<file path="config.mk">
export PLATFORM = sky130hd
export DESIGN_NAME = carrier_conveyor_motion_control
export DESIGN_NICKNAME = d
export VERILOG_FILES = /design/src/conveyor_pkg.sv /design/src/input_sync.sv /design/src/carrier_conveyor_motion_control.sv
export SDC_FILE = /design/constraint.sdc
export NUM_CORES = 1
export LEC_CHECK = 0
export BUFFER_PORTS_ARGS = -buffer_cell sky130_fd_sc_hd__buf_4
export CAP_MARGIN = 0
export CORE_UTILIZATION = 45
export CTS_BUF_LIST = sky130_fd_sc_hd__clkbuf_4 sky130_fd_sc_hd__clkbuf_8
export CTS_CLUSTER_SIZE = 14
export DETAILED_ROUTE_END_ITERATION = 12
export GPL_TIMING_DRIVEN = 0
export PLACE_DENSITY = 0.65
export SLEW_MARGIN = 20
export SYNTH_ARGS = -nofsm -noshare
export SYNTH_HDL_FRONTEND = slang
export SYNTH_SLANG_ARGS = --single-unit
</file>
<file path="constraint.sdc">
create_clock -name i_clk_sys -period 4.7 [get_ports i_clk_sys]
set_clock_uncertainty 0.1 [all_clocks]
set_input_delay 1.175 -clock i_clk_sys [delete_from_list [all_inputs] [get_ports i_clk_sys]]
set_output_delay 1.175 -clock i_clk_sys [all_outputs]
set_load 0.02 [all_outputs]
</file>
<file path="src/conveyor_pkg.sv">
// Constants, types and register map for the carrier conveyor motion controller
//
// How it works
// Recall drives inward, stops at inside limit
// Car send drives out, stops at car limit
// Truck send drives out, stops at truck limit
// One car/truck hop, then recall required
// Separate outward, inward shift and high-duration settings
// Shift points counted in sprocket rotation pulses
// Config switch selects long or short high range
// 45 second run limit stops the motor
// Operator holds car and truck at power-up
// Both held at power-up starts autocycling
// Power press ends autocycle, unit off
// Brake released only when powered or manually
// Power switch indicator follows the button only
// Limit indicators lit; no move toward active limit
// Recall or customer start lights recall, moves in
// Car and truck buttons light their indicators
// Power press toggles on/off; moves only when on
// Rotation indicator follows sprocket pulse input
// Motor drive needs brake-released confirmation
// Low, high at shift count, low after duration
// Commands ignored mid-move; stop at target limit
package conveyor_pkg;

    localparam longint unsigned CLK_HZ = 125_000_000;
    localparam longint unsigned RUN_LIMIT_S = 45;
    localparam longint unsigned RUN_LIMIT_CYC = RUN_LIMIT_S * CLK_HZ;
    localparam int RUN_CNT_W = 33;

    // Register byte offsets
    localparam logic [7:0] OFS_CTRL = 8'h00;
    localparam logic [7:0] OFS_SEND_SHIFT = 8'h04;
    localparam logic [7:0] OFS_RECALL_SHIFT = 8'h08;
    localparam logic [7:0] OFS_HIGH_COUNT = 8'h0C;
    localparam logic [7:0] OFS_STATUS = 8'h10;

    // Control register fields
    localparam int CTRL_ENABLE_BIT = 0;
    localparam int CTRL_CLR_FAULT_BIT = 1;
    localparam logic CTRL_ENABLE_RST = 1'b1;

    localparam int SET_W = 16;
    localparam logic [SET_W-1:0] SEND_SHIFT_RST = 16'h0040;
    localparam logic [SET_W-1:0] RECALL_SHIFT_RST = 16'h0040;
    localparam logic [SET_W-1:0] HIGH_COUNT_RST = 16'h0080;
    localparam int LONG_RANGE_SHIFT = 2;

    localparam logic [2:0] STRAP_WAIT_CYC = 3'h4;

    localparam logic [1:0] RESP_OKAY = 2'h0;
    localparam logic [1:0] RESP_SLVERR = 2'h2;

    typedef enum logic [1:0] {DIR_NONE, DIR_IN, DIR_CAR, DIR_TRUCK} target_e;

    typedef struct packed {
        logic cfg_long;
        logic brake_ok;
        logic brake_manual;
        logic rot_pulse;
        logic lim_truck;
        logic lim_car;
        logic lim_inside;
        logic power_btn;
        logic truck_btn;
        logic car_btn;
        logic cust_start;
        logic recall_btn;
    } panel_in_s;

    typedef struct packed {
        logic brake_manual_indicator;
        logic rotation_indicator;
        logic truck_stop_limit_indicator;
        logic car_stop_limit_indicator;
        logic inside_stop_limit_indicator;
        logic truck_send_indicator;
        logic car_send_indicator;
        logic inward_request_indicator;
        logic power_on_indicator;
        logic power_switch_indicator;
    } panel_ind_s;

endpackage

</file>
<file path="src/input_sync.sv">
// Two-stage synchroniser with rising-edge pulse for a bank of pin inputs
`timescale 1ns/100ps
module input_sync #(
    parameter int WIDTH = 12
) (
    input wire logic i_clk_sys,
    input wire logic i_nrst,
    input wire logic [WIDTH-1:0] i_pin,
    output logic [WIDTH-1:0] o_level,
    output logic [WIDTH-1:0] o_rise
);
    logic [WIDTH-1:0] meta_q;
    logic [WIDTH-1:0] level_q;
    logic [WIDTH-1:0] prev_q;

    genvar b;
    generate
        for (b = 0; b < WIDTH; b++) begin : g_bit
            always_ff @(posedge i_clk_sys or negedge i_nrst) begin
                if (!i_nrst) begin
                    meta_q[b] <= 1'b0;
                    level_q[b] <= 1'b0;
                    prev_q[b] <= 1'b0;
                end else begin
                    meta_q[b] <= i_pin[b];
                    level_q[b] <= meta_q[b];
                    prev_q[b] <= level_q[b];
                end
            end
            assign o_rise[b] = level_q[b] & ~prev_q[b];
        end
    endgenerate

    assign o_level = level_q;
endmodule // input_sync

</file>
<file path="src/carrier_conveyor_motion_control.sv">
// Carrier conveyor motion controller with AXI4-Lite register slave
//
// Decided for this implementation: the placing of the registers and the AXI4-Lite slave port.
`timescale 1ns/100ps
module carrier_conveyor_motion_control #(
    parameter logic [conveyor_pkg::RUN_CNT_W-1:0] RUN_LIMIT_CYCLES =
        conveyor_pkg::RUN_CNT_W'(conveyor_pkg::RUN_LIMIT_CYC)
) (
    input wire logic i_clk_sys,
    input wire logic i_nrst,
    input wire conveyor_pkg::panel_in_s i_panel,
    output conveyor_pkg::panel_ind_s o_ind,
    output logic o_motor_run,
    output logic o_motor_high,
    output logic o_motor_dir_out,
    output logic o_brake_release,
    input wire logic [7:0] i_awaddr,
    input wire logic i_awvalid,
    output logic o_awready,
    input wire logic [31:0] i_wdata,
    input wire logic [3:0] i_wstrb,
    input wire logic i_wvalid,
    output logic o_wready,
    output logic [1:0] o_bresp,
    output logic o_bvalid,
    input wire logic i_bready,
    input wire logic [7:0] i_araddr,
    input wire logic i_arvalid,
    output logic o_arready,
    output logic [31:0] o_rdata,
    output logic [1:0] o_rresp,
    output logic o_rvalid,
    input wire logic i_rready
);
    typedef enum logic [1:0] {ST_STARTUP, ST_IDLE, ST_MOVE} state_e;
    typedef enum logic [1:0] {PH_LOW_PRE, PH_HIGH, PH_LOW_POST} phase_e;

    localparam int SW = conveyor_pkg::SET_W;
    localparam int HW = SW + conveyor_pkg::LONG_RANGE_SHIFT;

    conveyor_pkg::panel_in_s lvl;
    conveyor_pkg::panel_in_s rise;

    input_sync #(.WIDTH($bits(conveyor_pkg::panel_in_s))) u_sync (
        .i_clk_sys(i_clk_sys),
        .i_nrst(i_nrst),
        .i_pin(i_panel),
        .o_level(lvl),
        .o_rise(rise)
    );

    state_e state_q, state_d;
    phase_e phase_q, phase_d;
    conveyor_pkg::target_e target_q, target_d;
    logic power_q, power_d;
    logic auto_q, auto_d;
    logic hop_used_q, hop_used_d;
    logic fault_q, fault_d;
    logic [2:0] strap_q;
    logic [HW-1:0] rot_cnt_q, rot_cnt_d;
    logic [conveyor_pkg::RUN_CNT_W-1:0] run_cnt_q, run_cnt_d;

    logic ctrl_en_q;
    logic [SW-1:0] send_shift_q;
    logic [SW-1:0] recall_shift_q;
    logic [SW-1:0] high_count_q;

    logic wr_go, wr_fire, rd_go, rd_fire;
    logic wr_sel_ctrl, wr_sel_send, wr_sel_recall, wr_sel_high, wr_mapped;
    logic rd_mapped;
    logic clr_fault;
    logic [31:0] wmask;
    logic [31:0] rd_word;
    logic [31:0] status_word;

    assign wr_go = i_awvalid & i_wvalid & ~o_awready & ~o_bvalid;
    assign wr_fire = o_awready;
    assign rd_go = i_arvalid & ~o_arready & ~o_rvalid;
    assign rd_fire = o_arready;

    genvar g;
    generate
        for (g = 0; g < 4; g++) begin : g_strb
            assign wmask[8*g +: 8] = {8{i_wstrb[g]}};
        end
    endgenerate

    assign wr_sel_ctrl = (i_awaddr == conveyor_pkg::OFS_CTRL);
    assign wr_sel_send = (i_awaddr == conveyor_pkg::OFS_SEND_SHIFT);
    assign wr_sel_recall = (i_awaddr == conveyor_pkg::OFS_RECALL_SHIFT);
    assign wr_sel_high = (i_awaddr == conveyor_pkg::OFS_HIGH_COUNT);
    assign wr_mapped = wr_sel_ctrl | wr_sel_send | wr_sel_recall | wr_sel_high
        | (i_awaddr == conveyor_pkg::OFS_STATUS);
    assign clr_fault = wr_fire & wr_sel_ctrl & i_wstrb[0]
        & i_wdata[conveyor_pkg::CTRL_CLR_FAULT_BIT];

    assign status_word = {22'h0, auto_q, power_q, fault_q, hop_used_q,
        lvl.lim_truck, lvl.lim_car, lvl.lim_inside,
        o_motor_high, o_motor_run, state_q == ST_MOVE};

    always_comb begin
        rd_mapped = 1'b1;
        if (i_araddr == conveyor_pkg::OFS_CTRL) begin
            rd_word = {31'h0, ctrl_en_q};
        end else if (i_araddr == conveyor_pkg::OFS_SEND_SHIFT) begin
            rd_word = {16'h0, send_shift_q};
        end else if (i_araddr == conveyor_pkg::OFS_RECALL_SHIFT) begin
            rd_word = {16'h0, recall_shift_q};
        end else if (i_araddr == conveyor_pkg::OFS_HIGH_COUNT) begin
            rd_word = {16'h0, high_count_q};
        end else if (i_araddr == conveyor_pkg::OFS_STATUS) begin
            rd_word = status_word;
        end else begin
            rd_word = 32'h0;
            rd_mapped = 1'b0;
        end
    end

    always_ff @(posedge i_clk_sys or negedge i_nrst) begin
        if (!i_nrst) begin
            o_awready <= 1'b0;
            o_wready <= 1'b0;
            o_bvalid <= 1'b0;
            o_bresp <= conveyor_pkg::RESP_OKAY;
        end else begin
            o_awready <= wr_go;
            o_wready <= wr_go;
            if (wr_fire) begin
                o_bvalid <= 1'b1;
                o_bresp <= wr_mapped ? conveyor_pkg::RESP_OKAY : conveyor_pkg::RESP_SLVERR;
            end else if (i_bready) begin
                o_bvalid <= 1'b0;
            end
        end
    end

    always_ff @(posedge i_clk_sys or negedge i_nrst) begin
        if (!i_nrst) begin
            o_arready <= 1'b0;
            o_rvalid <= 1'b0;
            o_rdata <= 32'h0;
            o_rresp <= conveyor_pkg::RESP_OKAY;
        end else begin
            o_arready <= rd_go;
            if (rd_fire) begin
                o_rvalid <= 1'b1;
                o_rdata <= rd_word;
                o_rresp <= rd_mapped ? conveyor_pkg::RESP_OKAY : conveyor_pkg::RESP_SLVERR;
            end else if (i_rready) begin
                o_rvalid <= 1'b0;
            end
        end
    end

    always_ff @(posedge i_clk_sys or negedge i_nrst) begin
        if (!i_nrst) begin
            ctrl_en_q <= conveyor_pkg::CTRL_ENABLE_RST;
            send_shift_q <= conveyor_pkg::SEND_SHIFT_RST;
            recall_shift_q <= conveyor_pkg::RECALL_SHIFT_RST;
            high_count_q <= conveyor_pkg::HIGH_COUNT_RST;
        end else if (wr_fire) begin
            if (wr_sel_ctrl && i_wstrb[0]) begin
                ctrl_en_q <= i_wdata[conveyor_pkg::CTRL_ENABLE_BIT];
            end else if (wr_sel_send) begin
                send_shift_q <= (send_shift_q & ~wmask[SW-1:0]) | (i_wdata[SW-1:0] & wmask[SW-1:0]);
            end else if (wr_sel_recall) begin
                recall_shift_q <= (recall_shift_q & ~wmask[SW-1:0])
                    | (i_wdata[SW-1:0] & wmask[SW-1:0]);
            end else if (wr_sel_high) begin
                high_count_q <= (high_count_q & ~wmask[SW-1:0]) | (i_wdata[SW-1:0] & wmask[SW-1:0]);
            end
        end
    end

    logic at_cust, run_ok, cmd_in, cmd_car, cmd_truck;
    logic can_in, can_car, can_truck, target_hit, time_up;
    logic [HW-1:0] shift_pt, high_len;
    logic rot_step;

    assign at_cust = lvl.lim_car | lvl.lim_truck;
    assign run_ok = power_q & ctrl_en_q;
    assign cmd_in = auto_q ? ~lvl.lim_inside : (rise.recall_btn | rise.cust_start);
    assign cmd_car = auto_q ? lvl.lim_inside : rise.car_btn;
    assign cmd_truck = ~auto_q & rise.truck_btn;
    assign can_in = cmd_in & ~lvl.lim_inside;
    assign can_car = cmd_car & ~lvl.lim_car & ~(at_cust & hop_used_q);
    assign can_truck = cmd_truck & ~lvl.lim_truck & ~(at_cust & hop_used_q);
    assign target_hit = (target_q == conveyor_pkg::DIR_IN && lvl.lim_inside)
        || (target_q == conveyor_pkg::DIR_CAR && lvl.lim_car)
        || (target_q == conveyor_pkg::DIR_TRUCK && lvl.lim_truck);
    assign time_up = (run_cnt_q >= RUN_LIMIT_CYCLES - 1'b1);
    assign shift_pt = (target_q == conveyor_pkg::DIR_IN) ? HW'(recall_shift_q)
        : HW'(send_shift_q);
    assign high_len = lvl.cfg_long ? {high_count_q, {conveyor_pkg::LONG_RANGE_SHIFT{1'b0}}}
        : HW'(high_count_q);
    assign rot_step = rise.rot_pulse & o_motor_run;

    always_comb begin
        state_d = state_q;
        phase_d = phase_q;
        target_d = target_q;
        power_d = power_q;
        auto_d = auto_q;
        hop_used_d = hop_used_q;
        fault_d = clr_fault ? 1'b0 : fault_q;
        rot_cnt_d = rot_cnt_q;
        run_cnt_d = run_cnt_q;
        if (rise.power_btn) begin
            power_d = auto_q ? 1'b0 : ~power_q;
            auto_d = 1'b0;
        end
        case (state_q)
            ST_STARTUP: begin
                if (strap_q == conveyor_pkg::STRAP_WAIT_CYC) begin
                    state_d = ST_IDLE;
                    auto_d = lvl.car_btn & lvl.truck_btn;
                    power_d = lvl.car_btn & lvl.truck_btn;
                end
            end
            ST_IDLE: begin
                rot_cnt_d = '0;
                run_cnt_d = '0;
                phase_d = PH_LOW_PRE;
                if (run_ok && !rise.power_btn) begin
                    if (can_in) begin
                        state_d = ST_MOVE;
                        target_d = conveyor_pkg::DIR_IN;
                    end else if (can_car) begin
                        state_d = ST_MOVE;
                        target_d = conveyor_pkg::DIR_CAR;
                        hop_used_d = at_cust;
                    end else if (can_truck) begin
                        state_d = ST_MOVE;
                        target_d = conveyor_pkg::DIR_TRUCK;
                        hop_used_d = at_cust;
                    end
                end
            end
            default: begin
                run_cnt_d = run_cnt_q + 1'b1;
                if (rot_step) begin
                    rot_cnt_d = rot_cnt_q + 1'b1;
                end
                if (phase_q == PH_LOW_PRE && rot_step && rot_cnt_q + 1'b1 >= shift_pt) begin
                    phase_d = PH_HIGH;
                    rot_cnt_d = '0;
                end else if (phase_q == PH_HIGH && rot_step && rot_cnt_q + 1'b1 >= high_len) begin
                    phase_d = PH_LOW_POST;
                end
                if (target_hit) begin
                    state_d = ST_IDLE;
                    if (target_q == conveyor_pkg::DIR_IN) begin
                        hop_used_d = 1'b0;
                    end
                end else if (time_up) begin
                    state_d = ST_IDLE;
                    fault_d = 1'b1;
                end else if (!power_d || !ctrl_en_q) begin
                    state_d = ST_IDLE;
                end
            end
        endcase
    end

    always_ff @(posedge i_clk_sys or negedge i_nrst) begin
        if (!i_nrst) begin
            state_q <= ST_STARTUP;
            phase_q <= PH_LOW_PRE;
            target_q <= conveyor_pkg::DIR_NONE;
            power_q <= 1'b0;
            auto_q <= 1'b0;
            hop_used_q <= 1'b0;
            fault_q <= 1'b0;
            strap_q <= 3'h0;
            rot_cnt_q <= '0;
            run_cnt_q <= '0;
        end else begin
            state_q <= state_d;
            phase_q <= phase_d;
            target_q <= target_d;
            power_q <= power_d;
            auto_q <= auto_d;
            hop_used_q <= hop_used_d;
            fault_q <= fault_d;
            if (state_q == ST_STARTUP) begin
                strap_q <= strap_q + 3'h1;
            end
            rot_cnt_q <= rot_cnt_d;
            run_cnt_q <= run_cnt_d;
        end
    end

    // Drive and panel outputs, all registered
    logic moving_d;
    assign moving_d = (state_d == ST_MOVE);

    always_ff @(posedge i_clk_sys or negedge i_nrst) begin
        if (!i_nrst) begin
            o_motor_run <= 1'b0;
            o_motor_high <= 1'b0;
            o_motor_dir_out <= 1'b0;
            o_brake_release <= 1'b0;
            o_ind <= '0;
        end else begin
            o_brake_release <= (power_d & moving_d) | lvl.brake_manual;
            o_motor_run <= moving_d & lvl.brake_ok;
            o_motor_high <= moving_d & lvl.brake_ok & (phase_d == PH_HIGH);
            o_motor_dir_out <= (target_d != conveyor_pkg::DIR_IN);
            o_ind.brake_manual_indicator <= lvl.brake_manual;
            o_ind.rotation_indicator <= lvl.rot_pulse;
            o_ind.truck_stop_limit_indicator <= lvl.lim_truck;
            o_ind.car_stop_limit_indicator <= lvl.lim_car;
            o_ind.inside_stop_limit_indicator <= lvl.lim_inside;
            o_ind.truck_send_indicator <= lvl.truck_btn;
            o_ind.car_send_indicator <= lvl.car_btn;
            o_ind.inward_request_indicator <= lvl.recall_btn | lvl.cust_start;
            o_ind.power_on_indicator <= power_d;
            o_ind.power_switch_indicator <= lvl.power_btn;
        end
    end
endmodule // carrier_conveyor_motion_control

</file>
==> results.txt <==
Least-Margin Pin Slew = 0.8720 ns
Total gr overflow = 0
Top cells by area, synth = dfrtp_1, mux2_2, mux2i_1
TNS Setup = 0 ns
Root buf cell = clkbuf_8
Max-slew violations = 0
DR pass1 iterations = 4
Routed Antenna Nets = 0
Num CTS Buffers = 17
Tmin final = 4.265 ns
Status = finished clean
Layout cell share with drive strength beyond 1 = 0.2437
CTS H-tree lvls = 4
Hold Path Cell Cnt = 0
Worst setup EP type = register
First-pass GRT wire length = 33600 um
Synthesized instance count = 821
Post-route clock period utilization = 0.9075
Arrival @ worst endpoint = 4.57 ns
Layout fillers = 1733
DRT iter0 DRCs = 353
Via/cell ratio = 5.356
HP Start = u_sync.meta_q[11]
Initial antenna violation count = 0
Crit Path Max Fanout = 10
Reg2reg setup slack = 0.43 ns
Sequential area share after synthesis = 0.4872
Commonest cells post-synth = dfrtp_1, nand2_1, mux2_2
Leakage power = 5.023 nW
Hold_ws = 0.2558 ns
RSZ-0062 raised after global routing = no
Vias in the first global route = 6411
Worst R2R Path Depth = 15
Hold EP = u_sync.o_level[11]
Maximum vdd drop = 0.2520 mV
Netlist cell types = 65
Worst path max stage delay = 0.39 ns
Area of the core = 19460 um2
Vias = 6540
Total power after layout = 3.071 mW
CP Class = register to register
Hold Vio Cnt, Final = 0
Ports = 126
HPWL after DPL = 14900 um
Clock transition at path regs = 0.10 ns
GP Congestion = 0.8183
Reg-to-reg critical path startpoint = rot_cnt_q[2]
Initial Util = 0.4597
Area grow syn2layout = 16.38%
Slowest cell on crit path = o31a_1
R2R Path End = rot_cnt_q[6]
Mapped Area = 8947 um2
Die W = 143.0 um
Worst setup SP type = register
Synth warn = 0
Register bit total from synthesis = 174
Worst-case clock buffer depth = 2
Port bufs = 86
WL final = 20410 um
Worst-path cell chain = clkbuf_1, nand3_1, nor3_2, nand3_1, nor2_1, xor2_1, ha_1, nand2_1, nor4_1, a221o_1, a31o_2, o31a_1, nor2_1, buf_2, a22o_1
Gr usage total = 0.2151
# DRC = 0
Largest net degree at the start of global routing = 92
Clock sink count = 174
Routed WL per cell = 16.72 um
Hold crit path type = register to register
Post-synth EDFFs = 0
FMAX = 234.5 MHz
Final setup viols = 0
Antenna fix cells = 0
Count leader, synth = dfrtp_1
Synth Area per Inst = 10.90 um2
Critical Path RT = 5.00 ns
Post-synth top area cell = dfrtp_1
Worst slew margin = 0.4161
Clock Latency Late Sink = 0.48 ns
Max-cap violations = 0
Die footprint = 20450 um2
PD cells = 295.0 nW/um2
Synth Flop Type = dfrtp_1
Share of the synthesized area in the top cell type = 0.4755
TritonCTS clock tree = yes
Post-synth ARST share = 1.000
Row count = 51
Post-Route Utilization = 0.5350
# nets final = 1053
Die height = 143.0 um
==> worst max-delay path, delay by kind of cell, from the launching register on <==
kind	cells	cell delay, ns
AOI/OAI and AO/OA	4	1.10
xor gates and xnor gates	1	0.35
adders and majority gates	1	0.33
buffers and inverters	2	0.56
DFF	1	0.33
and+or+nand+nor	7	1.43
==> worst max-delay path by stage <==
stage | to | cells past startpoint | from
4_1_cts | rot_cnt_q[6] | 13 | target_q[1]
3_5_place_dp | rot_cnt_q[6] | 13 | target_q[1]
2_1_floorplan | rot_cnt_q[10] | 15 | rot_cnt_q[2]
3_3_place_gp | rot_cnt_q[9] | 13 | target_q[1]
5_1_grt | rot_cnt_q[15] | 15 | rot_cnt_q[2]
6_report | rot_cnt_q[6] | 15 | rot_cnt_q[2]
==> cell families (layout without fill, tap and decap cells) <==
kind of cell / count (synthesis) / count (layout) / share of synthesized area
simple gates: 239 / 239 / 0.1335
xor+xnor: 22 / 22 / 0.02154
flops: 174 / 174 / 0.4872
other cells: 1 / 18 / 0.0004191
mux: 118 / 118 / 0.1417
compound gates: 156 / 156 / 0.1217
buf+inv: 73 / 191 / 0.04083
fa+ha+maj: 38 / 38 / 0.05314
==> power breakdown <==
part / switching [mW] / internal (mW)
Clock: 0.625 / 0.395
Combinational: 0.246 / 0.176
Sequential: 0.0585 / 1.57
Total: 0.929 / 2.14
==> layout make-up <==
type                            instances  area [um2]  share of cell area
Sequential cell                       174        4359              0.4186
Multi-Input combinational cell        591        4287              0.4117
Timing Repair Buffer                   87       680.7             0.06537
Tap cell                              265       331.6             0.03184
Buffer                                 53       291.5             0.02800
Clock buffer                           17       234.0             0.02247
Clock inverter                         14       153.9             0.01478
Inverter                               20       75.07            0.007210
==> placed cells by master, fill, tap and decap left out, drive strengths merged, types with 3 or more instances in the layout <==
cell and count:
a211oi 4, xor2 8, inv 26, o31ai 7, mux2 69, dfstp 4, a31oi 3, clkbuf 44
or2 4, o21ai 34, nor4 8, and3 7, a21o 7, a22oi 10, buf 113, nor3b 4
nand2b 9, a21oi 28, ha 38, o21a 5, conb 18, nor2 43, nor2b 4, nand3 38
mux2i 49, dfrtp 170, xnor2 14, clkinv 7, nand2 83, nand4 13, a22o 31, nor3 10
o22a 3, or3b 3, o22ai 4, nor4b 3, nand3b 3
==> through the flow <==
stage | std cells | cell area (um2) | setup slack [ns]
after floorplan | 838 | 9011 | 1.209
after global placement | 1189 | 9988 | 0.4303
after detailed placement | 1190 | 10020 | 0.3397
after CTS | 1221 | 10410 | 0.2972
after global routing | 1221 | 10410 | 0.1587
final | 1221 | 10410 | 0.4349
==> per-layer routing <==
| layer | vias up | track usage | share of wire |
|---|---|---|---|
| li1 | 3190 | - | - |
| met1 | 3223 | 0.2946 | 0.47 |
| met2 | 116 | 0.3384 | 0.48 |
| met3 | 11 | 0.05500 | 0.042 |
| met4 | 0 | 0.05490 | 0.0081 |
| met5 | - | 0 | 0 |
==> what timing repair did <==
action	CTS	global route
setup buffers	0	0
endpoints found under the setup margin	0	5
hold buffers	0	0
endpoints found under the hold margin	0	0
resized for setup	0	2
Note: power is estimated with default switching activity, not from simulation.
